<file path="config.mk">
export PLATFORM = sky130hd
export DESIGN_NAME = fiap_ctrl
export DESIGN_NICKNAME = d
export VERILOG_FILES = /design/src/verilog/fiap_pkg.sv /design/src/verilog/fiap_buffer.sv /design/src/verilog/fiap_ctrl.sv
export SDC_FILE = /design/constraint.sdc
export NUM_CORES = 1
export LEC_CHECK = 0
export ABC_CLOCK_PERIOD_IN_PS = 4800
export BUFFER_PORTS_ARGS = -buffer_cell sky130_fd_sc_hd__buf_2
export CAP_MARGIN = 10
export CORE_MARGIN = 4
export CORE_UTILIZATION = 60
export DETAILED_ROUTE_END_ITERATION = 6
export PLACE_DENSITY_LB_ADDON = 0.12
export SLEW_MARGIN = 25
export SYNTH_ARGS = -nofsm -noshare
export SYNTH_HDL_FRONTEND = slang
export SYNTH_SLANG_ARGS = --single-unit
</file>
<file path="constraint.sdc">
create_clock -name mclk -period 4.8 [get_ports mclk]
set_clock_uncertainty 0.2 [all_clocks]
set_input_delay 0.72 -clock mclk [delete_from_list [all_inputs] [get_ports mclk]]
set_output_delay 0.72 -clock mclk [all_outputs]
set_load 0.01 [all_outputs]
</file>
<file path="src/verilog/fiap_pkg.sv">
`default_nettype none
package fiap_pkg;
  // clock and unlock window timing
  localparam int CLK_NS = 5;
  localparam int UNLOCK_NS = 5120;
  localparam int UNLOCK_CYC = (UNLOCK_NS + CLK_NS - 1) / CLK_NS;
  // array geometry
  localparam int WORD_W = 16;
  localparam int ADDR_W = 12;
  localparam int IDX_W = 5;
  localparam int PAGE_WORDS = 32;
  localparam logic [IDX_W-1:0] IDX_LAST = 5'h1f;
  localparam logic [IDX_W-1:0] IDX_FIRST = 5'h00;
  // register offsets (byte addresses)
  localparam logic [7:0] OFS_CTRL0 = 8'h00;
  localparam logic [7:0] OFS_CTRL2 = 8'h04;
  localparam logic [7:0] OFS_ADDR_LOW = 8'h08;
  localparam logic [7:0] OFS_ADDR_HIGH = 8'h0c;
  localparam logic [7:0] OFS_DATA_LOW = 8'h10;
  localparam logic [7:0] OFS_DATA_HIGH = 8'h14;
  localparam logic [7:0] OFS_KEY_BASE = 8'h18;
  localparam logic [7:0] OFS_STATUS = 8'h30;
  localparam int KEY_NUM = 6;
  // control 0 and control 2 bit positions
  localparam int B_RGO = 0;
  localparam int B_REN = 1;
  localparam int B_PGO = 2;
  localparam int B_TRIG = 3;
  localparam int B_MODE = 4;
  localparam int B_UNL = 7;
  localparam int B_CLR = 0;
  // modes
  localparam logic [2:0] MODE_WRITE = 3'h0;
  localparam logic [2:0] MODE_ERASE = 3'h1;
  localparam logic [2:0] MODE_READ = 3'h3;
  localparam logic [2:0] MODE_UNLOCK = 3'h6;
  // key pattern: key1 low, key1 high, key2 low, key2 high, key3 low, key3 high
  localparam logic [47:0] KEY_PATTERN = 48'h40c3_090d_0400;
  typedef enum logic [1:0] {
    CMD_READ = 2'h0,
    CMD_ERASE = 2'h1,
    CMD_PROG = 2'h2
  } fiap_cmd_type;
  typedef enum logic [4:0] {
    S_IDLE = 5'h01,
    S_ERASE = 5'h02,
    S_PSCAN = 5'h04,
    S_PWAIT = 5'h08,
    S_READ = 5'h10
  } fiap_state_type;
  typedef struct packed {
    logic valid;
    fiap_cmd_type cmd;
    logic [ADDR_W-1:0] addr;
    logic [WORD_W-1:0] wdata;
  } fiap_freq_type;
  typedef struct packed {
    logic cyc;
    logic stb;
    logic we;
    logic [7:0] adr;
    logic [3:0] sel;
    logic [31:0] dat;
  } fiap_wbreq_type;
endpackage
`default_nettype wire

</file>
<file path="src/verilog/fiap_buffer.sv">
`default_nettype none
module fiap_buffer #(
  parameter int WORDS = fiap_pkg::PAGE_WORDS,
  parameter int WIDTH = fiap_pkg::WORD_W,
  parameter int IW = fiap_pkg::IDX_W
) (
  // clock and reset
  input wire logic mclk,
  input wire logic sys_rst,
  // load side
  input wire logic clr,
  input wire logic wrEn,
  input wire logic [IW-1:0] wrIdx,
  input wire logic [WIDTH-1:0] wrData,
  // drain side
  input wire logic [IW-1:0] rdIdx,
  output logic [WIDTH-1:0] rdData,
  output logic rdValid
);
  logic [WIDTH-1:0] mem [WORDS];
  logic [WORDS-1:0] loaded;

  // whole buffer clear wins over a load
  always_ff @(posedge mclk) begin
    if (sys_rst || clr) begin
      loaded <= '0;
      for (int i = 0; i < WORDS; i++) begin
        mem[i] <= '0;
      end
    end else if (wrEn) begin
      loaded[wrIdx] <= 1'b1;
      mem[wrIdx] <= wrData;
    end
  end

  assign rdData = mem[rdIdx];
  assign rdValid = loaded[rdIdx];
endmodule
`default_nettype wire

</file>
<file path="src/verilog/fiap_ctrl.sv">
`default_nettype none
module fiap_ctrl #(
  parameter int UNLOCK_CYC = fiap_pkg::UNLOCK_CYC
) (
  // clock and reset
  input wire logic mclk,
  input wire logic sys_rst,
  // wishbone slave
  input wire fiap_pkg::fiap_wbreq_type wbReq,
  output logic [31:0] wbDatR,
  output logic wbAck,
  // flash array
  output fiap_pkg::fiap_freq_type flashReq,
  input wire logic flashDone,
  input wire logic [fiap_pkg::WORD_W-1:0] flashRdata,
  // cpu
  output logic cpuStall
);
  localparam int TW = $clog2(UNLOCK_CYC + 1);
  localparam logic [TW-1:0] TMR_LOAD = TW'(UNLOCK_CYC - 1);
  localparam logic [TW-1:0] TMR_ZERO = '0;
  localparam logic [TW-1:0] TMR_ONE = TW'(1);

  typedef struct packed {
    logic ack;
    logic [31:0] rdat;
    logic unlocked;
    logic [2:0] mode;
    logic trig;
    logic pgo;
    logic ren;
    logic rgo;
    logic clr;
    logic [fiap_pkg::ADDR_W-1:0] addr;
    logic [7:0] dlow;
    logic [7:0] dhigh;
    logic [47:0] keys;
    logic [fiap_pkg::KEY_NUM-1:0] fresh;
    logic [TW-1:0] timer;
    logic [fiap_pkg::IDX_W-1:0] ptr;
    logic [fiap_pkg::IDX_W-1:0] idx;
    fiap_pkg::fiap_state_type st;
    fiap_pkg::fiap_freq_type freq;
    logic stall;
  } fiap_regs_type;

  fiap_regs_type q;
  fiap_regs_type d;
  logic bufLoad;
  logic [fiap_pkg::WORD_W-1:0] bufRdata;
  logic bufValid;
  logic wrAcc;
  logic rdAcc;
  logic [7:0] wb;
  logic [6:0] pageSel;
  logic keyMatch;
  logic keysDone;

  ////////////////////////////////////////////////////////////////////////////
  // write buffer
  fiap_buffer #(
    .WORDS(fiap_pkg::PAGE_WORDS),
    .WIDTH(fiap_pkg::WORD_W),
    .IW(fiap_pkg::IDX_W)
  ) uBuf (
    .mclk(mclk),
    .sys_rst(sys_rst),
    .clr(q.clr),
    .wrEn(bufLoad),
    .wrIdx(q.ptr),
    .wrData({wb, q.dlow}),
    .rdIdx(q.idx),
    .rdData(bufRdata),
    .rdValid(bufValid)
  );

  ////////////////////////////////////////////////////////////////////////////
  // next state
  assign wrAcc = wbReq.cyc && wbReq.stb && wbReq.we && !q.ack && wbReq.sel[0];
  assign rdAcc = wbReq.cyc && wbReq.stb && !q.ack;
  assign wb = wbReq.dat[7:0];
  assign pageSel = q.addr[fiap_pkg::ADDR_W-1:fiap_pkg::IDX_W];
  assign keyMatch = (q.keys == fiap_pkg::KEY_PATTERN);
  assign keysDone = &q.fresh;
  assign bufLoad = wrAcc && wbReq.adr == fiap_pkg::OFS_DATA_HIGH && q.st == fiap_pkg::S_IDLE;

  always_comb begin
    d = q;
    d.ack = rdAcc;
    d.freq.valid = 1'b0;
    if (q.clr) begin
      d.clr = 1'b0;
    end
    // unlock window timer
    if (q.trig) begin
      if (q.timer == TMR_ZERO) begin
        d.trig = 1'b0;
      end else begin
        d.timer = q.timer - TMR_ONE;
      end
    end
    // register writes
    if (wrAcc) begin
      if (wbReq.adr == fiap_pkg::OFS_CTRL0) begin
        d.mode = wb[fiap_pkg::B_MODE +: 3];
        d.ren = wb[fiap_pkg::B_REN];
        if (!wb[fiap_pkg::B_UNL]) begin
          d.unlocked = 1'b0;
        end
        if (wb[fiap_pkg::B_TRIG] && !q.trig &&
            wb[fiap_pkg::B_MODE +: 3] == fiap_pkg::MODE_UNLOCK) begin
          d.trig = 1'b1;
          d.timer = TMR_LOAD;
          d.fresh = '0;
        end
        if (!(wb[fiap_pkg::B_PGO] && wb[fiap_pkg::B_REN] && wb[fiap_pkg::B_RGO]) &&
            q.st == fiap_pkg::S_IDLE) begin
          if (wb[fiap_pkg::B_PGO] && q.unlocked && d.unlocked &&
              (d.mode == fiap_pkg::MODE_WRITE || d.mode == fiap_pkg::MODE_ERASE)) begin
            d.pgo = 1'b1;
            d.idx = fiap_pkg::IDX_FIRST;
            d.freq.addr = {pageSel, fiap_pkg::IDX_FIRST};
            d.freq.cmd = fiap_pkg::CMD_ERASE;
            if (d.mode == fiap_pkg::MODE_ERASE) begin
              d.freq.valid = 1'b1;
              d.st = fiap_pkg::S_ERASE;
            end else begin
              d.st = fiap_pkg::S_PSCAN;
            end
          end else if (wb[fiap_pkg::B_RGO] && d.ren && d.mode == fiap_pkg::MODE_READ) begin
            d.rgo = 1'b1;
            d.freq.valid = 1'b1;
            d.freq.cmd = fiap_pkg::CMD_READ;
            d.freq.addr = q.addr;
            d.st = fiap_pkg::S_READ;
          end
        end
      end else if (wbReq.adr == fiap_pkg::OFS_CTRL2) begin
        if (wb[fiap_pkg::B_CLR]) begin
          d.clr = 1'b1;
        end
      end else if (wbReq.adr == fiap_pkg::OFS_ADDR_LOW) begin
        d.addr[7:0] = wb;
        d.ptr = wb[fiap_pkg::IDX_W-1:0];
      end else if (wbReq.adr == fiap_pkg::OFS_ADDR_HIGH) begin
        d.addr[fiap_pkg::ADDR_W-1:8] = wb[fiap_pkg::ADDR_W-9:0];
      end else if (wbReq.adr == fiap_pkg::OFS_DATA_LOW) begin
        d.dlow = wb;
      end else if (wbReq.adr == fiap_pkg::OFS_DATA_HIGH) begin
        d.dhigh = wb;
        if (q.ptr != fiap_pkg::IDX_LAST) begin
          d.ptr = q.ptr + 5'h01;
        end
      end else if (wbReq.adr >= fiap_pkg::OFS_KEY_BASE &&
                   wbReq.adr < fiap_pkg::OFS_STATUS) begin
        for (int k = 0; k < fiap_pkg::KEY_NUM; k++) begin
          if (wbReq.adr[7:2] == fiap_pkg::OFS_KEY_BASE[7:2] + 6'(k)) begin
            d.keys[8*k +: 8] = wb;
            if (q.trig) begin
              d.fresh[k] = 1'b1;
            end
          end
        end
      end
    end
    // hardware set of unlock wins over a software clear
    if (q.trig && keysDone && keyMatch && q.mode == fiap_pkg::MODE_UNLOCK) begin
      d.unlocked = 1'b1;
    end
    // operation sequencer
    case (q.st)
      fiap_pkg::S_ERASE: begin
        if (flashDone) begin
          d.pgo = 1'b0;
          d.st = fiap_pkg::S_IDLE;
        end
      end
      fiap_pkg::S_PSCAN: begin
        if (bufValid) begin
          d.freq.valid = 1'b1;
          d.freq.cmd = fiap_pkg::CMD_PROG;
          d.freq.addr = {pageSel, q.idx};
          d.freq.wdata = bufRdata;
          d.st = fiap_pkg::S_PWAIT;
        end else if (q.idx == fiap_pkg::IDX_LAST) begin
          d.pgo = 1'b0;
          d.st = fiap_pkg::S_IDLE;
        end else begin
          d.idx = q.idx + 5'h01;
        end
      end
      fiap_pkg::S_PWAIT: begin
        if (flashDone) begin
          if (q.idx == fiap_pkg::IDX_LAST) begin
            d.pgo = 1'b0;
            d.st = fiap_pkg::S_IDLE;
          end else begin
            d.idx = q.idx + 5'h01;
            d.st = fiap_pkg::S_PSCAN;
          end
        end
      end
      fiap_pkg::S_READ: begin
        if (flashDone) begin
          d.dlow = flashRdata[7:0];
          d.dhigh = flashRdata[15:8];
          d.rgo = 1'b0;
          d.st = fiap_pkg::S_IDLE;
        end
      end
      default: begin
      end
    endcase
    d.stall = (d.st != fiap_pkg::S_IDLE);
    // read data
    d.rdat = '0;
    if (wbReq.adr == fiap_pkg::OFS_CTRL0) begin
      d.rdat[7:0] = {q.unlocked, q.mode, q.trig, q.pgo, q.ren, q.rgo};
    end else if (wbReq.adr == fiap_pkg::OFS_CTRL2) begin
      d.rdat[fiap_pkg::B_CLR] = q.clr;
    end else if (wbReq.adr == fiap_pkg::OFS_ADDR_LOW) begin
      d.rdat[7:0] = q.addr[7:0];
    end else if (wbReq.adr == fiap_pkg::OFS_ADDR_HIGH) begin
      d.rdat[fiap_pkg::ADDR_W-9:0] = q.addr[fiap_pkg::ADDR_W-1:8];
    end else if (wbReq.adr == fiap_pkg::OFS_DATA_LOW) begin
      d.rdat[7:0] = q.dlow;
    end else if (wbReq.adr == fiap_pkg::OFS_DATA_HIGH) begin
      d.rdat[7:0] = q.dhigh;
    end else if (wbReq.adr >= fiap_pkg::OFS_KEY_BASE &&
                 wbReq.adr < fiap_pkg::OFS_STATUS) begin
      for (int k = 0; k < fiap_pkg::KEY_NUM; k++) begin
        if (wbReq.adr[7:2] == fiap_pkg::OFS_KEY_BASE[7:2] + 6'(k)) begin
          d.rdat[7:0] = q.keys[8*k +: 8];
        end
      end
    end else if (wbReq.adr == fiap_pkg::OFS_STATUS) begin
      d.rdat[7:0] = {2'h0, q.ptr, q.stall};
    end
  end

  ////////////////////////////////////////////////////////////////////////////
  // state register
  always_ff @(posedge mclk) begin
    if (sys_rst) begin
      q <= '0;
      q.st <= fiap_pkg::S_IDLE;
    end else begin
      q <= d;
    end
  end

  assign wbAck = q.ack;
  assign wbDatR = q.rdat;
  assign flashReq = q.freq;
  assign cpuStall = q.stall;
endmodule
`default_nettype wire

</file>
# Yosys cells after proc, flatten, opt, wreduce, memory -nomap -nowiden
# Memories as Yosys holds them, arrays and structs flattened. A register that Yosys moved wholly into a read port is not among the register bits.
# Cells that the tools add are included.
[totals]
input_bits = 66
ramBits = 512
wordCells = 259
memories = 1
register_bits = 214
[mem_list]
columns = ["memory", "depth", "word_bits", "rd", "rd_clocked_by_memory_dff", "wr", "line_no", "rtl"]
rows = [
  ["uBuf.mem", 32, 16, 1, 1, 32, "fiap_buffer.sv:20", "logic [WIDTH-1:0] mem [WORDS];"],
]
[classes]
magnitude_cmp = 5
add_sub_neg = 3
n_mux = 109
eq_ne = 33
n_reduce_logical = 64
n_bitwise = 8
[op_table]
columns = ["operator", "count"]
rows = [
  ["two-way mux 8 bit", 21],
  ["two-way mux 70 bit", 2],
  ["two-way mux 132 bit", 1],
  ["two-way mux 54 bit", 2],
  ["two-way mux 82 bit", 1],
  ["two-way mux 77 bit", 1],
  ["two-way mux 5 bit", 15],
  ["two-way mux 31 bit", 2],
  ["two-way mux 62 bit", 1],
  ["AND reduction 10 bit", 6],
  ["AND reduction 9 bit", 6],
  ["two-way mux 25 bit", 2],
  ["== test 48 x 47 -> 1 bit, second input constant", 1],
  ["two-way mux 16 bit", 3],
  ["two-way mux 20 bit", 2],
  ["two-way mux 1 bit", 37],
  ["two-way mux 11 bit", 3],
  ["bitwise OR 32 bit", 1],
  ["== test 6 x 4 -> 1 bit, second input constant", 4],
  ["nonzero test 2 bit", 12],
  ["logical AND 1 bit", 22],
  ["two-way mux 17 bit", 1],
  ["== test 8 x 4 -> 1 bit, second input constant", 2],
  ["== test 8 x 5 -> 1 bit, second input constant", 2],
  ["45 further kinds", 72],
]

# Longest topological paths before layout
[logic_depth]
word_depth = 15
mapped_depth = 10

# Cells and area by module
# From an unflattened synthesis, not the netlist that was laid out.
[unflattened]
cells_unflattened = 2800
hier_area_um2 = 32802.7
[modules_own_cells]
columns = ["mod", "cells_each", "seq_area_each_um2", "area_each_um2", "n_inst"]
rows = [
  ["fiap_buffer", 1867, 16015.4, 24985.2, 1],
  ["fiap_ctrl", 933, 3163.0, 7817.5, 1],
]

# Worst setup path after synthesis
# No wires, ideal clock.
[synth_path]
path_kind = "in2reg"
startpoint = "in wbReq[38] (netlist bit)"
endpoint = "mem uBuf.mem[16][0] (netlist bit) (enable)"
stages = 8
setup_time_ns = 0.411
path_buffers = 3
setup_slack_ns = 0.374
arrival_time_ns = 3.815
t_required_ns = 4.189
cell_sequence = "buf_4 -> or4b_1 -> nor4_4 -> and3_2 -> nand2_4 -> buf_6 -> clkbuf_1 -> o21ai_0"
[synth_rtl]
columns = ["item", "line_no", "rtl"]
rows = [
  ["start, declared", "fiap_ctrl.sv:9", "input wire fiap_pkg::fiap_wbreq_type wbReq,"],
  ["end, declared", "fiap_buffer.sv:20", ""],
]

# Final worst setup path
[layout_path]
startpoint = "reg q, in the netlist uBuf.rdIdx[2]"
endpoint = "reg q, in the netlist flashReq[25]"
[layout_between]
elab_chain_cells = 4
[layout_lines]
columns = ["item", "line_no", "rtl"]
rows = [
  ["start, declared", "fiap_ctrl.sv:47", "fiap_regs_type q;"],
  ["binary-select mux 1 bit (select 5 bit)", "fiap_buffer.sv:37", "assign rdValid = loaded[rdIdx];"],
  ["two-way mux 1 bit (not written as such)", "fiap_buffer.sv:37", ""],
  ["two-way mux 31 bit", "fiap_ctrl.sv:179", "if (bufValid) begin"],
  ["two-way mux 31 bit", "fiap_ctrl.sv:171", "case (q.st)"],
]
# No other way between the ends. The select of a mux whose other input is x is not followed.
# A chain may end at the register's enable or synchronous reset.

==> impl_metrics.env <==
export IMPL_status="completed"
export IMPL_clock_latency_ns=0.61
export IMPL_max_cap_violations=0
export IMPL_synth_async_reset_ratio_pct=0
export IMPL_cts_setup_buffers=0
export IMPL_synth_top_area_share_pct=47.4
export IMPL_synth_edf_count=512
export IMPL_synth_compound_area_share_pct=5.66
export IMPL_cts_repair_resized=0
export IMPL_syn2layout_area_growth_pct=9.36
export IMPL_synthDistinctLibCells=80
export IMPL_startpoint_type="flip-flop"
export IMPL_p_sw_share_pct=21.0
export IMPL_final_cell_mix="512 x edfxtp_1, 486 x and2_1, 186 x dfxtp_1"
export IMPL_crit_type="reg2reg"
export IMPL_clock_power_share_pct=43.3
export IMPL_grtUsageMet3_pct=5.13
export IMPL_yosysWarnings=0
export IMPL_netlist_area_sq_mm=0.0324
export IMPL_hpwl_um=53800
export IMPL_ys_flop_type="edfxtp_1"
export IMPL_postRouteAntennaNets=0
export IMPL_ioPinCount=131
export IMPL_cts_sinks=702
export IMPL_cts_buffers_inserted=73
export IMPL_synth_area_leaders="edfxtp_1 47%, dfxtp_1 12%, mux4_2 12%"
export IMPL_cts_hold_buf=0
export IMPL_initial_core_util_pct=61.1
export IMPL_synth_top_area_cell="edfxtp_1"
export IMPL_fin_crit_ns=3.43
export IMPL_grt_pass1_wl_um=126000
export IMPL_setup_viol=0
export IMPL_tritoncts="built"
export IMPL_synth_fa_ha_area_share_pct=0.347
export IMPL_tns_ns=0
export IMPL_die_h_um=241
export IMPL_drv_slew=0
export IMPL_layout_commonest_cell="edfxtp_1"
export IMPL_cellLeakagePower_nw=12.9
export IMPL_drc_errors=0
export IMPL_via_per_inst=6.30
export IMPL_drt_total_wl_um=84300
export IMPL_antenna_found_initial=1
export IMPL_grt_use_total_pct=29.5
export IMPL_grt_max_degree=89
export IMPL_cts_root_buffer="clkbuf_16"
export IMPL_switchingPower_mw=2.63
export IMPL_slew_headroom_pct=37.9
export IMPL_synth_xor_area_share_pct=0.189
export IMPL_die_area_sq_mm=0.0578
export IMPL_cts_max_level=3
export IMPL_power_density_mw_per_mm2=354
export IMPL_worst_pin_slew_ns=0.930
export IMPL_rows=84
export IMPL_irDropWorstVdd_mv=0.328
export IMPL_synth_area_mux_share_pct=14.1
export IMPL_end_kind="flip-flop"
export IMPL_path_max_fanout=22
export IMPL_combPwrFrac_pct=3.4
export IMPL_yosysSeqAreaShare_pct=59.1
export IMPL_core_area_sq_mm=0.0531
export IMPL_grt_use_met1_pct=43.5
export IMPL_p_int_mw=9.91
export IMPL_fin_ws_ns=1.37
export IMPL_grt_ovfl_total=0
export IMPL_post_route_util_pct=66.8
export IMPL_avgSynthCellArea_sq_um=13.2
export IMPL_io_buffers=79
export IMPL_finalHoldViolations=0
export IMPL_dieWidth_um=241
export IMPL_whs_ns=0.191
export IMPL_grt_pass1_vias=19900
export IMPL_yosys_area_share_simple_pct=16.3
export IMPL_post_drt_wl_per_cell_um=26.3
export IMPL_ys_seq_elements=702
export IMPL_finalWeightedCongestion=0.928
export IMPL_grt_met2_usage_pct=44.8
export IMPL_arrival_ns=3.68
export IMPL_synth_top_family_by_area="simple AND/OR/NAND/NOR gates"
export IMPL_syn_inst=2466
export IMPL_path_clk_slew_ns=0.06
export IMPL_drt_first_pass_iters=5
export IMPL_seq_power_share_pct=53.4
export IMPL_rsz0062_at_grt="false"
export IMPL_cts_path_max_buffers=3
export IMPL_final_net_count=2544
export IMPL_power_total_mw=12.5
export IMPL_vias=20200
export IMPL_drt_iter0_drc=2211
export IMPL_hold_class="in2reg"
export IMPL_busiest_layer="met2"
export IMPL_drive_above_1_share_pct=19.8
export IMPL_fmax_ghz=0.292
export IMPL_cp_required_ns=5.05
export IMPL_post_route_period_util_pct=71.5
export IMPL_pre_cts_ws_ns=0.995
[flip-flops by register name, indices dropped and copies added, names as in the netlist]
signal / count
cpuStall: 1
flashReq: 31
pageSel: 7
q: 105
uBuf.loaded: 32
uBuf.mem: 512
uBuf.rdIdx: 5
wbAck: 1
wbDatR: 8
[cell usage after synthesis, drive strengths merged, types with 41 or more instances]
cell type	number
a21oi	73
and2	486
buf	120
clkbuf	155
dfxtp	190
edfxtp	512
mux2i	74
mux4	167
nand2	108
nand3	48
nor2	164
nor3	41
o21ai	60
[power groups by stage]
| stage | Sequential, mW | Combinational, mW | Clock, mW |
|---|---|---|---|
| 2_1_floorplan | 6.81 | 0.247 | 0 |
| 3_3_place_gp | 6.81 | 0.412 | 0 |
| 3_5_place_dp | 6.82 | 0.419 | 0 |
| 4_1_cts | 6.70 | 0.420 | 5.48 |
| 5_1_grt | 6.71 | 0.446 | 5.75 |
| 6_report | 6.70 | 0.423 | 5.43 |
[worst max-delay path, cell delays in order, from the launching register on]
cell	delay, ns
dfxtp_1	0.46
inv_2	0.63
a2bb2oi_1	0.52
a211oi_1	0.27
o311ai_2	0.87
mux2i_1	0.28
nor2_1	0.06
[final cells by class]
type | instances | area, sq um
clock inverter | 22 | 211
timing repair buffer | 180 | 1180
inverter | 16 | 60.1
tap | 688 | 861
multi-input combinational | 1496 | 11900
clock buffer | 99 | 2010
sequential | 702 | 19200
fill | 3711 | 17600
antenna | 2 | 5.00
[layer usage]
| metal | share of wire, % | wire length (um) |
|---|---|---|
| met5 | 0 | 0 |
| met4 | 3.8 | 3250 |
| met3 | 9.3 | 7820 |
| met2 | 46 | 39000 |
| met1 | 41 | 34300 |
[final timing paths]
kind / from / end / slack [ns] / depth (start not counted)
max: uBuf.rdIdx[2] / flashReq[25] / 1.37 / 6
min: flashRdata[7] / q[127] / 0.19 / 3
max reg2reg: uBuf.rdIdx[2] / flashReq[25] / 1.37 / 6
min reg2reg: uBuf.loaded[30] / uBuf.loaded[30] / 0.25 / 1
[cells by family after synthesis]
logic type / after synthesis
AND/OR/NAND/NOR: 928
flip-flops: 702
buffers and inverters: 291
AO/OA/AOI/OAI: 282
multiplexers: 246
adder cells (fa/ha/maj): 9
XOR/XNOR: 7
other: 1
[metrics by stage]
step,area [sq um],cells
floorplan,32500,2489
CTS,35500,3203
finish,35500,3205
global placement,33200,3082
global route,35500,3203
detailed placement,33200,3082
(Power assumes the default switching activity.)
